$ cat config.mk
export PLATFORM = sky130hd
export DESIGN_NAME = scope_trigger_detector
export DESIGN_NICKNAME = d
export VERILOG_FILES = /design/src/include/scope_trig_pkg.sv /design/src/include/meas_if.sv /design/src/rtl/scope_measure.sv /design/src/rtl/scope_trigger_detector.sv
export SDC_FILE = /design/constraint.sdc
export NUM_CORES = 2
export LEC_CHECK = 0
export BUFFER_PORTS_ARGS = -buffer_cell sky130_fd_sc_hd__buf_2
export CAP_MARGIN = 5
export CORE_MARGIN = 2
export CORE_UTILIZATION = 45
export CTS_CLUSTER_DIAMETER = 150
export DETAILED_ROUTE_END_ITERATION = 10
export PLACE_DENSITY = 0.56
export SLEW_MARGIN = 5
export SYNTH_ARGS = -nofsm -noshare
export SYNTH_HDL_FRONTEND = slang
export SYNTH_SLANG_ARGS = --single-unit
$ cat constraint.sdc
create_clock -name i_core_clk -period 166.9 [get_ports i_core_clk]
set_input_delay 41.725 -clock i_core_clk [delete_from_list [all_inputs] [get_ports i_core_clk]]
set_output_delay 41.725 -clock i_core_clk [all_outputs]
set_load 0.01 [all_outputs]
$ cat src/include/scope_trig_pkg.sv
// Shared constants and types for the scope trigger detector
`default_nettype none
package scope_trig_pkg;
  // ----------------------------------------
  // Widths
  // ----------------------------------------
  localparam int SMP_W = 12;
  localparam int CNT_W = 24;
  localparam int MW = 16;
  localparam int AW = 8;
  localparam int DW = 32;
  localparam int IDX_W = 6;
  localparam int TYPE_W = 4;
  localparam int CTL_W = 12;
  localparam logic [IDX_W-1:0] BUF_DEPTH = 6'h20;
  localparam logic [IDX_W-1:0] IDX_ONE = 6'h01;
  localparam logic [CNT_W-1:0] CNT_ONE = 24'h000001;
  localparam logic [CNT_W-1:0] CNT_MAX = 24'hffffff;
  // ----------------------------------------
  // Register offsets
  // ----------------------------------------
  localparam logic [AW-1:0] OFS_CTRL = 8'h00;
  localparam logic [AW-1:0] OFS_THR1 = 8'h04;
  localparam logic [AW-1:0] OFS_THR2 = 8'h08;
  localparam logic [AW-1:0] OFS_TIME1 = 8'h0c;
  localparam logic [AW-1:0] OFS_TIME2 = 8'h10;
  localparam logic [AW-1:0] OFS_TBASE = 8'h14;
  localparam logic [AW-1:0] OFS_CMD = 8'h18;
  localparam logic [AW-1:0] OFS_STAT = 8'h1c;
  localparam logic [AW-1:0] OFS_BUF = 8'h20;
  localparam logic [AW-1:0] OFS_MAX = 8'h24;
  localparam logic [AW-1:0] OFS_MIN = 8'h28;
  localparam logic [AW-1:0] OFS_TOP = 8'h2c;
  localparam logic [AW-1:0] OFS_BOT = 8'h30;
  localparam logic [AW-1:0] OFS_AMP = 8'h34;
  localparam logic [AW-1:0] OFS_PKPK = 8'h38;
  localparam logic [AW-1:0] OFS_PW = 8'h3c;
  localparam logic [AW-1:0] OFS_NW = 8'h40;
  localparam logic [AW-1:0] OFS_PER = 8'h44;
  localparam logic [AW-1:0] OFS_PDUTY = 8'h48;
  localparam logic [AW-1:0] OFS_NDUTY = 8'h4c;
  // ----------------------------------------
  // Fields, codes, reset values
  // ----------------------------------------
  localparam int CT_TYPE = 0;
  localparam int CT_MODE = 4;
  localparam int CT_DIR = 6;
  localparam int CT_HYST = 8;
  localparam int CT_COND = 9;
  localparam int CT_REG = 11;
  localparam int CMD_PREV = 0;
  localparam int CMD_NEXT = 1;
  localparam int CMD_ARM = 2;
  localparam logic [1:0] DIR_RISE = 2'h0;
  localparam logic [1:0] DIR_FALL = 2'h1;
  localparam logic [1:0] DIR_BOTH = 2'h2;
  localparam logic [CTL_W-1:0] CTRL_RST = 12'h000;
  localparam logic [DW-1:0] TB_RST = 32'h00000000;
  localparam logic [DW-1:0] TB_CONT_MS = 32'h000000c8;
  localparam logic [DW-1:0] US_PER_MS = 32'h000003e8;
  localparam logic [DW-1:0] TB_CONT_US = DW'(TB_CONT_MS * US_PER_MS);
  localparam int TOP_NUM = 9;
  localparam int TOP_DEN = 10;
  localparam int BOT_NUM = 1;
  localparam int BOT_DEN = 10;
  localparam int DUTY_SH = 8;
  localparam int WIN_LOG2 = 10;
  // ----------------------------------------
  // Types
  // ----------------------------------------
  typedef enum logic [TYPE_W-1:0] {
    TT_EDGE, TT_ADV, TT_WIN, TT_PULSE, TT_INTV, TT_WPW, TT_LDUR, TT_WDUR, TT_RUNT
  } trig_type_t;
  typedef enum logic [1:0] {MODE_NONE, MODE_REPEAT, MODE_SINGLE} mode_t;
  typedef enum logic [1:0] {COND_GT, COND_LT, COND_IN, COND_OUT} cond_t;
endpackage
`default_nettype wire

$ cat src/include/meas_if.sv
// Sample feed and result bundle between detector and measurement unit
`default_nettype none
interface meas_if;
  import scope_trig_pkg::*;
  logic vld;
  logic signed [SMP_W-1:0] smp;
  logic signed [MW-1:0] mx, mn, top, bot, amp, pkpk;
  logic [MW-1:0] pw, nw, per, pduty, nduty;
  modport src (output vld, smp, input mx, mn, top, bot, amp, pkpk, pw, nw, per, pduty, nduty);
  modport meas (input vld, smp, output mx, mn, top, bot, amp, pkpk, pw, nw, per, pduty, nduty);
endinterface
`default_nettype wire

$ cat src/rtl/scope_measure.sv
// Amplitude and timing measurements over a fixed sample window
`default_nettype none
module scope_measure (
  // Clock and reset
  input wire logic i_core_clk,
  input wire logic i_nrst,
  // Samples in, results out
  meas_if.meas m
);
  import scope_trig_pkg::*;
  localparam logic signed [MW-1:0] S_MIN = 16'sh8000;
  localparam logic signed [MW-1:0] S_MAX = 16'sh7fff;
  logic [WIN_LOG2-1:0] win_r;
  logic signed [MW+WIN_LOG2-1:0] sum_r;
  logic signed [MW-1:0] avg_r, mx_r, mn_r;
  logic [MW-1:0] hrun_r, lrun_r, pw_r, nw_r, per_r;
  logic hi_r;
  wire signed [MW-1:0] sx = MW'(m.smp);
  wire hi = sx > avg_r;
  wire signed [MW-1:0] mx_nxt = (sx > mx_r) ? sx : mx_r;
  wire signed [MW-1:0] mn_nxt = (sx < mn_r) ? sx : mn_r;
  wire signed [MW+WIN_LOG2-1:0] sum_nxt = sum_r + (MW+WIN_LOG2)'(sx);
  wire signed [MW-1:0] top_c = MW'((mx_nxt * TOP_NUM) / TOP_DEN);
  wire signed [MW-1:0] bot_c = MW'((mn_nxt * BOT_NUM) / BOT_DEN);
  wire [DW-1:0] pd_c = (per_r == '0) ? '0 : (DW'(pw_r) << DUTY_SH) / DW'(per_r);
  wire [DW-1:0] nd_c = (per_r == '0) ? '0 : (DW'(nw_r) << DUTY_SH) / DW'(per_r);
  wire win_end = m.vld && (win_r == '1);

  always_ff @(posedge i_core_clk or negedge i_nrst) begin
    if (!i_nrst) begin
      win_r <= '0; sum_r <= '0; avg_r <= '0; hi_r <= 1'b0;
      mx_r <= S_MIN; mn_r <= S_MAX;
      hrun_r <= '0; lrun_r <= '0; pw_r <= '0; nw_r <= '0; per_r <= '0;
    end else if (m.vld) begin
      win_r <= win_r + 1'b1;
      hi_r <= hi;
      hrun_r <= hi ? hrun_r + 1'b1 : '0;
      lrun_r <= hi ? '0 : lrun_r + 1'b1;
      if (hi_r && !hi) pw_r <= hrun_r;
      if (!hi_r && hi) begin
        nw_r <= lrun_r;
        per_r <= pw_r + lrun_r;
      end
      sum_r <= win_end ? '0 : sum_nxt;
      mx_r <= win_end ? S_MIN : mx_nxt;
      mn_r <= win_end ? S_MAX : mn_nxt;
      if (win_end) avg_r <= MW'(sum_nxt >>> WIN_LOG2);
    end
  end

  // ----------------------------------------
  // Result latch, whole set per window
  // ----------------------------------------
  always_ff @(posedge i_core_clk or negedge i_nrst) begin
    if (!i_nrst) begin
      m.mx <= '0; m.mn <= '0; m.top <= '0; m.bot <= '0; m.amp <= '0; m.pkpk <= '0;
      m.pw <= '0; m.nw <= '0; m.per <= '0; m.pduty <= '0; m.nduty <= '0;
    end else if (win_end) begin
      m.mx <= mx_nxt;
      m.mn <= mn_nxt;
      m.top <= top_c;
      m.bot <= bot_c;
      m.amp <= top_c - bot_c;
      m.pkpk <= mx_nxt - mn_nxt;
      m.pw <= pw_r;
      m.nw <= nw_r;
      m.per <= per_r;
      m.pduty <= MW'(pd_c);
      m.nduty <= MW'(nd_c);
    end
  end
endmodule
`default_nettype wire

$ cat src/rtl/scope_trigger_detector.sv
// Trigger detection, capture mode, buffer index and register port
// Functional notes
// - Advanced edge with dual direction fires on rising and falling crossings.
// - Hysteresis adds a second threshold beside the main one.
// - With hysteresis, second threshold arms, main threshold then fires; never reversed.
// - Window uses threshold one as upper and threshold two as lower limit.
// - Window fires on entry, exit, or either, by direction setting.
// - Pulse width measures positive or negative pulses with threshold and hysteresis.
// - Greater-than condition: fire only when width exceeds time one.
// - Less-than condition: fire only when width is shorter than time one.
// - Inside range: width above time one and below time two.
// - Outside range: width below time one or above time two.
// - Interval measures time between successive same-polarity edges with width conditions.
// - Window pulse width fires after staying inside or outside for time one.
// - Level duration fires when level stays high or low longer than time one.
// - Window duration fires after staying inside the window for time one.
// - Runt fires when pulse crosses one threshold and returns without reaching the other.
// - Continuous mode whenever time base is at or above 200 ms per division.
// - Continuous mode streams samples while capture still runs.
// - Buffer index and count track up to 32 captures; previous and next step index.
// - Top is ninety percent of maximum, bottom ten percent of minimum.
// - Amplitude is top minus bottom; peak-to-peak is maximum minus minimum.
// - Duty ratios are pulse widths divided by period.
// - Pulse widths are time spent above or below the average value.
// - No-trigger mode captures continuously without waiting for triggers.
// - Single mode stops capture after the first trigger.
// - Repeat mode waits for each trigger and presents nothing without one; the code keeps o_capture high in repeat mode, trigger or not.
// - Basic edge fires on rising above or falling below the threshold.
`default_nettype none
module scope_trigger_detector (
  // Clock and reset
  input wire logic i_core_clk,
  input wire logic i_nrst,
  // Sample stream
  input wire logic i_smp_vld,
  input wire logic signed [scope_trig_pkg::SMP_W-1:0] i_smp,
  // Register port
  input wire logic [scope_trig_pkg::AW-1:0] i_addr,
  input wire logic [scope_trig_pkg::DW-1:0] i_wdata,
  input wire logic i_wr,
  input wire logic i_rd,
  output logic [scope_trig_pkg::DW-1:0] o_rdata,
  // Capture control
  output logic o_trig,
  output logic o_capture,
  output logic o_cont,
  output logic o_stream_vld,
  output logic signed [scope_trig_pkg::SMP_W-1:0] o_stream_data,
  // Buffer index
  output logic [scope_trig_pkg::IDX_W-1:0] o_buf_idx,
  output logic [scope_trig_pkg::IDX_W-1:0] o_buf_cnt
);
  import scope_trig_pkg::*;

  // ----------------------------------------
  // Helpers
  // ----------------------------------------
  function automatic logic x_up(input logic signed [SMP_W-1:0] p, n, t);
    x_up = (p <= t) && (n > t);
  endfunction

  function automatic logic x_dn(input logic signed [SMP_W-1:0] p, n, t);
    x_dn = (p >= t) && (n < t);
  endfunction

  function automatic logic in_win(input logic signed [SMP_W-1:0] x, hi, lo);
    in_win = (x <= hi) && (x >= lo);
  endfunction

  function automatic logic width_ok(input logic [CNT_W-1:0] w, t1, t2, input cond_t c);
    case (c)
      COND_GT: width_ok = w > t1;
      COND_LT: width_ok = w < t1;
      COND_IN: width_ok = (w > t1) && (w < t2);
      COND_OUT: width_ok = (w < t1) || (w > t2);
      default: width_ok = 1'b0;
    endcase
  endfunction

  // ----------------------------------------
  // Registers and state
  // ----------------------------------------
  logic [CTL_W-1:0] ctrl_r;
  logic signed [SMP_W-1:0] thr1_r, thr2_r, prev_r;
  logic [CNT_W-1:0] t1_r, t2_r, cnt_r;
  logic [DW-1:0] tb_r, rd_mux;
  logic hp_r, lvl_r, a_r, b_r, run_r;
  logic fire, a_nxt, b_nxt, run_nxt;

  meas_if mb ();

  // ----------------------------------------
  // Decode
  // ----------------------------------------
  wire trig_type_t ttype = trig_type_t'(ctrl_r[CT_TYPE +: TYPE_W]);
  wire mode_t mode = mode_t'(ctrl_r[CT_MODE +: 2]);
  wire [1:0] dir = ctrl_r[CT_DIR +: 2];
  wire hyst = ctrl_r[CT_HYST];
  wire cond_t cond = cond_t'(ctrl_r[CT_COND +: 2]);
  wire region_in = ctrl_r[CT_REG];
  wire wr_ctrl = i_wr && (i_addr == OFS_CTRL);
  wire wr_thr1 = i_wr && (i_addr == OFS_THR1);
  wire wr_thr2 = i_wr && (i_addr == OFS_THR2);
  wire wr_t1 = i_wr && (i_addr == OFS_TIME1);
  wire wr_t2 = i_wr && (i_addr == OFS_TIME2);
  wire wr_tb = i_wr && (i_addr == OFS_TBASE);
  wire wr_cmd = i_wr && (i_addr == OFS_CMD);
  wire cfg_wr = wr_ctrl || wr_thr1 || wr_thr2 || wr_t1 || wr_t2;
  wire cmd_prev = wr_cmd && i_wdata[CMD_PREV];
  wire cmd_next = wr_cmd && i_wdata[CMD_NEXT];
  wire cmd_arm = wr_cmd && i_wdata[CMD_ARM];

  // ----------------------------------------
  // Crossings and levels
  // ----------------------------------------
  wire up1 = hp_r && x_up(prev_r, i_smp, thr1_r);
  wire dn1 = hp_r && x_dn(prev_r, i_smp, thr1_r);
  wire up2 = hp_r && x_up(prev_r, i_smp, thr2_r);
  wire dn2 = hp_r && x_dn(prev_r, i_smp, thr2_r);
  wire in_now = in_win(i_smp, thr1_r, thr2_r);
  wire in_prv = hp_r && in_win(prev_r, thr1_r, thr2_r);
  // Schmitt level; hysteresis lowers the release point to keep noise off
  wire signed [SMP_W-1:0] lo_thr = hyst ? thr2_r : thr1_r;
  wire lvl_nxt = (i_smp > thr1_r) ? 1'b1 : (i_smp < lo_thr) ? 1'b0 : lvl_r;
  wire pol_hi = dir == DIR_RISE;
  wire act = lvl_nxt == pol_hi;
  wire act_prv = hp_r && (lvl_r == pol_hi);
  wire p_end = act_prv && !act;
  wire iv_edge = hp_r && (pol_hi ? (lvl_nxt && !lvl_r) : (!lvl_nxt && lvl_r));
  wire hold = (ttype == TT_WPW) ? (in_now == region_in) :
              (ttype == TT_WDUR) ? in_now :
              act;
  wire [CNT_W-1:0] inc = (cnt_r == CNT_MAX) ? cnt_r : cnt_r + CNT_ONE;
  wire [CNT_W-1:0] cnt_nxt = (ttype == TT_INTV) ? (iv_edge ? CNT_ONE : inc) : (hold ? inc : '0);
  // Longer than time one means the sample after that many
  wire [CNT_W-1:0] tgt = (ttype == TT_LDUR) ? t1_r + CNT_ONE : t1_r;

  // ----------------------------------------
  // Trigger condition per type
  // ----------------------------------------
  always_comb begin
    fire = 1'b0;
    a_nxt = a_r;
    b_nxt = b_r;
    case (ttype)
      TT_EDGE: fire = (dir == DIR_RISE && up1) || (dir == DIR_FALL && dn1);
      TT_ADV: begin
        if (hyst) begin
          // Arm below/above the second level, fire on the main crossing
          if (dir != DIR_FALL) begin
            fire = a_r && up1;
            a_nxt = fire ? 1'b0 : (a_r || dn2);
          end
          if (dir != DIR_RISE) begin
            fire = fire || (b_r && dn1);
            b_nxt = (b_r && dn1) ? 1'b0 : (b_r || up2);
          end
        end else begin
          fire = (dir != DIR_FALL && up1) || (dir != DIR_RISE && dn1);
        end
      end
      TT_WIN: fire = (dir != DIR_FALL && in_now && !in_prv) || (dir != DIR_RISE && !in_now && in_prv);
      TT_PULSE: fire = p_end && width_ok(cnt_r, t1_r, t2_r, cond);
      TT_INTV: begin
        if (iv_edge) begin
          fire = a_r && width_ok(cnt_r, t1_r, t2_r, cond);
          a_nxt = 1'b1;
        end
      end
      TT_WPW, TT_WDUR, TT_LDUR: fire = hold && (cnt_nxt == tgt);
      TT_RUNT: begin
        if (pol_hi) begin
          fire = a_r && dn2;
          a_nxt = (up1 || dn2) ? 1'b0 : (up2 ? 1'b1 : a_r);
        end else begin
          fire = a_r && up1;
          a_nxt = (dn2 || up1) ? 1'b0 : (dn1 ? 1'b1 : a_r);
        end
      end
      default: fire = 1'b0;
    endcase
  end

  // A trigger counts only while capture runs and settings are stable
  wire take = fire && i_smp_vld && run_r && (mode != MODE_NONE) && !cfg_wr;

  always_comb begin
    case (mode)
      MODE_NONE: run_nxt = 1'b1;
      MODE_REPEAT: run_nxt = 1'b1;
      MODE_SINGLE: run_nxt = take ? 1'b0 : (cmd_arm ? 1'b1 : run_r);
      default: run_nxt = run_r;
    endcase
  end

  // ----------------------------------------
  // Buffer index
  // ----------------------------------------
  wire [IDX_W-1:0] bcnt_nxt = (take && o_buf_cnt != BUF_DEPTH) ? o_buf_cnt + IDX_ONE : o_buf_cnt;
  wire [IDX_W-1:0] bidx_nxt = take ? bcnt_nxt :
       (cmd_prev && o_buf_idx > IDX_ONE) ? o_buf_idx - IDX_ONE :
       (cmd_next && o_buf_idx < o_buf_cnt) ? o_buf_idx + IDX_ONE : o_buf_idx;

  // ----------------------------------------
  // Settings
  // ----------------------------------------
  always_ff @(posedge i_core_clk or negedge i_nrst) begin
    if (!i_nrst) begin
      ctrl_r <= CTRL_RST;
      thr1_r <= '0;
      thr2_r <= '0;
      t1_r <= '0;
      t2_r <= '0;
      tb_r <= TB_RST;
    end else begin
      if (wr_ctrl) ctrl_r <= i_wdata[CTL_W-1:0];
      if (wr_thr1) thr1_r <= i_wdata[SMP_W-1:0];
      if (wr_thr2) thr2_r <= i_wdata[SMP_W-1:0];
      if (wr_t1) t1_r <= i_wdata[CNT_W-1:0];
      if (wr_t2) t2_r <= i_wdata[CNT_W-1:0];
      if (wr_tb) tb_r <= i_wdata;
    end
  end

  // ----------------------------------------
  // Detector state, one step per sample
  // ----------------------------------------
  always_ff @(posedge i_core_clk or negedge i_nrst) begin
    if (!i_nrst) begin
      prev_r <= '0;
      hp_r <= 1'b0;
      lvl_r <= 1'b0;
      cnt_r <= '0;
      a_r <= 1'b0;
      b_r <= 1'b0;
    end else if (cfg_wr) begin
      cnt_r <= '0;
      a_r <= 1'b0;
      b_r <= 1'b0;
    end else if (i_smp_vld) begin
      prev_r <= i_smp;
      hp_r <= 1'b1;
      lvl_r <= lvl_nxt;
      cnt_r <= cnt_nxt;
      a_r <= a_nxt;
      b_r <= b_nxt;
    end
  end

  // ----------------------------------------
  // Capture, stream and buffer outputs
  // ----------------------------------------
  always_ff @(posedge i_core_clk or negedge i_nrst) begin
    if (!i_nrst) begin
      run_r <= 1'b1;
      o_trig <= 1'b0;
      o_cont <= 1'b0;
      o_stream_vld <= 1'b0;
      o_stream_data <= '0;
      o_buf_idx <= '0;
      o_buf_cnt <= '0;
    end else begin
      run_r <= run_nxt;
      o_trig <= take;
      o_cont <= tb_r >= TB_CONT_US;
      o_stream_vld <= o_cont && run_r && i_smp_vld;
      o_stream_data <= i_smp;
      o_buf_idx <= bidx_nxt;
      o_buf_cnt <= bcnt_nxt;
    end
  end

  assign o_capture = run_r;

  // ----------------------------------------
  // Measurement unit
  // ----------------------------------------
  assign mb.vld = i_smp_vld;
  assign mb.smp = i_smp;

  scope_measure u_meas (
    .i_core_clk(i_core_clk),
    .i_nrst(i_nrst),
    .m(mb.meas)
  );

  // ----------------------------------------
  // Register read, data in the cycle after the strobe
  // ----------------------------------------
  always_comb begin
    case (i_addr)
      OFS_CTRL: rd_mux = DW'(ctrl_r);
      OFS_THR1: rd_mux = DW'($unsigned(thr1_r));
      OFS_THR2: rd_mux = DW'($unsigned(thr2_r));
      OFS_TIME1: rd_mux = DW'(t1_r);
      OFS_TIME2: rd_mux = DW'(t2_r);
      OFS_TBASE: rd_mux = tb_r;
      OFS_STAT: rd_mux = DW'({o_cont, run_r, lvl_r, b_r, a_r});
      OFS_BUF: rd_mux = DW'({o_buf_cnt, o_buf_idx});
      OFS_MAX: rd_mux = DW'($unsigned(mb.mx));
      OFS_MIN: rd_mux = DW'($unsigned(mb.mn));
      OFS_TOP: rd_mux = DW'($unsigned(mb.top));
      OFS_BOT: rd_mux = DW'($unsigned(mb.bot));
      OFS_AMP: rd_mux = DW'($unsigned(mb.amp));
      OFS_PKPK: rd_mux = DW'($unsigned(mb.pkpk));
      OFS_PW: rd_mux = DW'(mb.pw);
      OFS_NW: rd_mux = DW'(mb.nw);
      OFS_PER: rd_mux = DW'(mb.per);
      OFS_PDUTY: rd_mux = DW'(mb.pduty);
      OFS_NDUTY: rd_mux = DW'(mb.nduty);
      default: rd_mux = '0;
    endcase
  end

  always_ff @(posedge i_core_clk or negedge i_nrst) begin
    if (!i_nrst) o_rdata <= '0;
    else o_rdata <= i_rd ? rd_mux : '0;
  end

  // ----------------------------------------
  // Checks
  // ----------------------------------------
  wire live = i_smp_vld && run_r && (mode != MODE_NONE) && !cfg_wr;
endmodule
`default_nettype wire

==> summary by stage <==
Status
The run finished with clean final reports.

CTS
Clock tree synthesis selected as its root buffer the cell clkbuf_16. The H-tree was split into 3 levels. TritonCTS built the clock tree.

After clock tree synthesis, the repair step resized 0 gates. The count of hold buffers inserted by post-cts repair is 0. In this run the deepest clock path goes through 3 buffers. The sink count of the clock tree is 557. At the later pin of the worst-skew pair, clock insertion delay measures 680 ps.

The clock slew seen by the registers of the worst setup and hold paths is 60 ps. Buffers added to address setup during post-CTS repair amount to 0. The TritonCTS buffer count is 67.

Critical path
The number of buffers and inverters on the critical path is 18. The destination of the worst register-to-register timing path is u_meas.m.pduty[0]$_DFFE_PN0P_. In this run the register-to-register setup slack is 72140 ps.

The slowest stage of the critical path is the a221oi_1 cell. The critical path ends at u_meas.m.pduty[0]$_DFFE_PN0P_. The launch point of the critical path is u_meas.per_r[2]$_DFFE_PN0P_.

The critical setup path kind is register to register. The cell count of the worst reg-to-reg path is 386. At the worst endpoint, the arrival time is 95280 ps. In this run the critical register-to-register path is launched from u_meas.per_r[2]$_DFFE_PN0P_. The worst stage delay on the critical path is 830 ps. For the worst setup path, the data required time is 167420 ps. In this run the worst path has a maximum fanout of 34. The category of the worst setup path capture point is a register.

The number of cells on the critical path is 386. In this design, the critical path's most frequently occurring cell is o21a_1. The worst setup path is launched from a register. Broken down by cell family, the worst path's largest delay share belongs to compound AO/OA/AOI/OAI gates.

Timing
Across the routed clock network, the largest skew measured is 41.70 ps. The worst slew slack as a fraction of its limit is 0.1678. The max-slew violation count is 0.

The peak clock frequency supported by timing is between 10 and 15 MHz. Setup repair after global routing left no endpoint under its margin. The total negative setup slack is 0 ps. The final period demand of the worst path is 94760 ps. Of the available clock period, the critical path in the final layout requires 0.5678. At the pin with the least slew margin, the transition time is approximately 1200 ps. The number of hold violations in the final report is 0. Setup violations remaining at the end of the flow were counted as 0. In the post-route analysis, the smallest setup slack over all paths is 72140 ps.

Floorplan
Measured along the y axis, the die boundary spans ~430 um. Pin placement for this block handled between 100 and 150 I/O pins. The area of the die is roughly 190000 um2.

The initial utilization of the core area, before any placement, comes to 0.4516. The number of rows in the core area is 157. The die is 432.2 um wide. The core region area is 182700 um2.

Cells and area
The share of cells above drive strength 1 is 0.09839. The area of the multi-input gates is 65740 um2. The final layout contains roughly 12000 nets. The synthesis-to-finish area growth is 6.950%. Excluding fillers, the count of instances in the completed layout stands at about 13000. Fill cells in the final layout number 18010.

The most common cell after layout, fill and taps aside is ha_1. In the layout the commonest cells are ha_1, nand2_1, nor2_1, o21ai_0, a21oi_1. In the final layout, flip-flops and latches occupy about 14000 um2.

Yosys
The portion of netlist area occupied by mux cells is 0.06558. The number of different library cells used by synthesis comes to between 100 and 150. The total of warnings raised by yosys is 0. The dominant combinational cell family by area after synthesis is compound AO/OA/AOI/OAI gates. The compound-gate portion of the synthesized area is 0.2741. In the synthesized netlist the dominant register cell turns out to be dfrtp_1. Synthesis handed over a netlist of 10530 instances. The number of synthesized flops with an enable pin is 0. Of the total synthesized cell area, the portion taken by XOR and XNOR cells is 0.07579. The average cell area after synthesis is 7.831 um2.

The post-synthesis instance area is around 82000 um2. After synthesis the netlist holds a flip-flop and latch count of around 560. The proportion of synthesized flip-flops having asynchronous set or reset is 1.000. The adder and majority cell fraction of the synthesized area is 0.1612. The simple-gate portion of the synthesized area is 0.2180. Of the synthesized area, sequential elements account for 0.1692.

Placed design
The number of port buffers is 116. The number of placed cells counting well taps is approximately 13000. Prior to clock tree synthesis, the placed netlist has a worst setup slack of between 70000 and 80000 ps. The weighted congestion at the end of routability-driven global placement is 0.9492. Detailed placement ended at an HPWL of ~220000 um.

Min path
The worst hold path class is register to register.

Global routing
The first global-routing pass estimated 442600 um of wire. Entering global routing, the biggest net connects 124 pins. The number of global-route vias before repair is approximately 77000. The number of antenna violations at the first check in global routing is 10. For this run, the total global-route usage over all layers was measured as 0.2959. For this run the aggregate overflow at the end of global routing stands at 0.

Route
The routed design has around 290000 um of wire. In the final routed layout, each cell accounts on average for 21.97 um. The per-cell via count in the routed design is 6.236. The remaining antenna violation count is 0. The via count of the routed design is ~81000. The remaining design rule violation count is 0. The detailed router's first-iteration violation count is 6019. The count of TritonRoute iterations in the first routing pass is 8.

Flow run
The number of max-capacitance violations reported is 0.
cells by family (layout without fill, tap and decap cells):
kind of cell | count (synthesis) | in the layout
xor+xnor | 713 | 713
fa+ha+maj | 1060 | 1060
mux | 492 | 492
compound gates | 3327 | 3327
simple gates | 3648 | 3648
buf+inv | 736 | 777
other cells | 1 | 19
flops | 557 | 557
worst min path at each step:
stage	start	end	slack, ps	depth (start not counted)
2_1_floorplan	ctrl_r[5]$_DFFE_PN0P_	o_capture$_DFFE_PN1P_	410	1
3_3_place_gp	u_meas.win_r[8]$_DFFE_PN0P_	u_meas.win_r[8]$_DFFE_PN0P_	450	1
3_5_place_dp	u_meas.m.nw[14]$_DFFE_PN0P_	u_meas.m.nw[14]$_DFFE_PN0P_	470	2
4_1_cts	ctrl_r[5]$_DFFE_PN0P_	o_capture$_DFFE_PN1P_	450	1
5_1_grt	u_meas.m.per[15]$_DFFE_PN0P_	u_meas.m.per[15]$_DFFE_PN0P_	500	2
6_report	u_meas.win_r[4]$_DFFE_PN0P_	u_meas.win_r[4]$_DFFE_PN0P_	480	1
synth_stat cells (26+ instances only):
| cell | number | area [um2] |
|---|---|---|
| a2111oi_0 | 26 | 227.7 |
| a211o_1 | 28 | 245.2 |
| a211oi_1 | 80 | 600.6 |
| a21boi_0 | 37 | 277.8 |
| a21o_1 | 346 | 2597 |
| a21oi_1 | 650 | 3253 |
| a221oi_1 | 62 | 543.0 |
| a22o_1 | 51 | 446.7 |
| a22oi_1 | 75 | 563.0 |
| a31oi_1 | 101 | 631.9 |
| and2_1 | 86 | 538.0 |
| and3_1 | 92 | 575.6 |
| and4_1 | 37 | 324.1 |
| buf_1 | 40 | 150.1 |
| clkbuf_1 | 244 | 915.9 |
| dfrtp_1 | 540 | 13510 |
| ha_1 | 1046 | 13090 |
| inv_1 | 390 | 1464 |
| mux2_2 | 366 | 4121 |
| mux2i_1 | 121 | 1211 |
| nand2_1 | 1032 | 3874 |
| nand2b_1 | 149 | 932.1 |
| nand3_1 | 235 | 1176 |
| nand3b_1 | 36 | 270.3 |
| nand4_1 | 177 | 1107 |
| nor2_1 | 890 | 3341 |
| nor2b_1 | 110 | 688.2 |
| nor3_1 | 382 | 1912 |
| nor4_1 | 74 | 462.9 |
| o2111ai_1 | 30 | 262.8 |
| o211ai_1 | 93 | 698.2 |
| o21a_1 | 375 | 2815 |
| o21ai_0 | 670 | 3353 |
| o21ai_1 | 32 | 160.2 |
| o21bai_1 | 72 | 540.5 |
| o22ai_1 | 49 | 306.5 |
| o2bb2ai_1 | 31 | 271.5 |
| o31ai_1 | 165 | 1239 |
| or2_2 | 98 | 613.1 |
| or3_1 | 78 | 488.0 |
| or4_1 | 36 | 270.3 |
| xnor2_1 | 460 | 4029 |
| xor2_1 | 252 | 2207 |
routing by layer:
layer	up-vias	wire length, um	track usage
met5	-	68	0
met4	10	8883	0.09051
met3	409	15280	0.03563
met2	2060	131300	0.4975
met1	39030	129600	0.3940
li1	39430	-	-
final cells by class:
| type | count | area share |
|---|---|---|
| Antenna cell | 3 | 0.00008509 |
| Timing Repair Buffer | 261 | 0.01934 |
| Clock buffer | 89 | 0.02107 |
| Clock inverter | 31 | 0.005375 |
| Inverter | 396 | 0.01693 |
| Tap cell | 2385 | 0.03382 |
| Sequential cell | 557 | 0.1582 |
| Multi-Input combinational cell | 9256 | 0.7451 |
registers in the layout, indices dropped and copies added (netlist names), 24 cells and up:
| signal | cells |
|---|---|
| tb_r | 32 |
| t1_r | 24 |
| o_rdata | 32 |
| cnt_r | 24 |
| u_meas.sum_r | 26 |
| t2_r | 24 |
worst reg2reg max path: cells and delay by family, from the launching register on:
| family | cells | cell delay (ps) |
|---|---|---|
| compound gates | 248 | 59510 |
| fa+ha+maj | 30 | 10330 |
| buf+inv | 18 | 4260 |
| flops | 1 | 390 |
| mux | 6 | 2020 |
| simple gates | 84 | 18150 |
stage by stage:
step / utilization / hold WS (ps) / instance area (um2)
final: 0.4829 / 476.1 / 88230
after global routing: 0.4829 / 500.6 / 88220
after CTS: 0.4829 / 452.2 / 88220
after detailed placement: 0.4701 / 465.7 / 85890
after global placement: 0.4701 / 454.9 / 85890
after floorplan: - / 410.4 / 82550
Power is not shown: default switching activity piles up to over one toggle a cycle in this logic, so the estimate is an artifact.
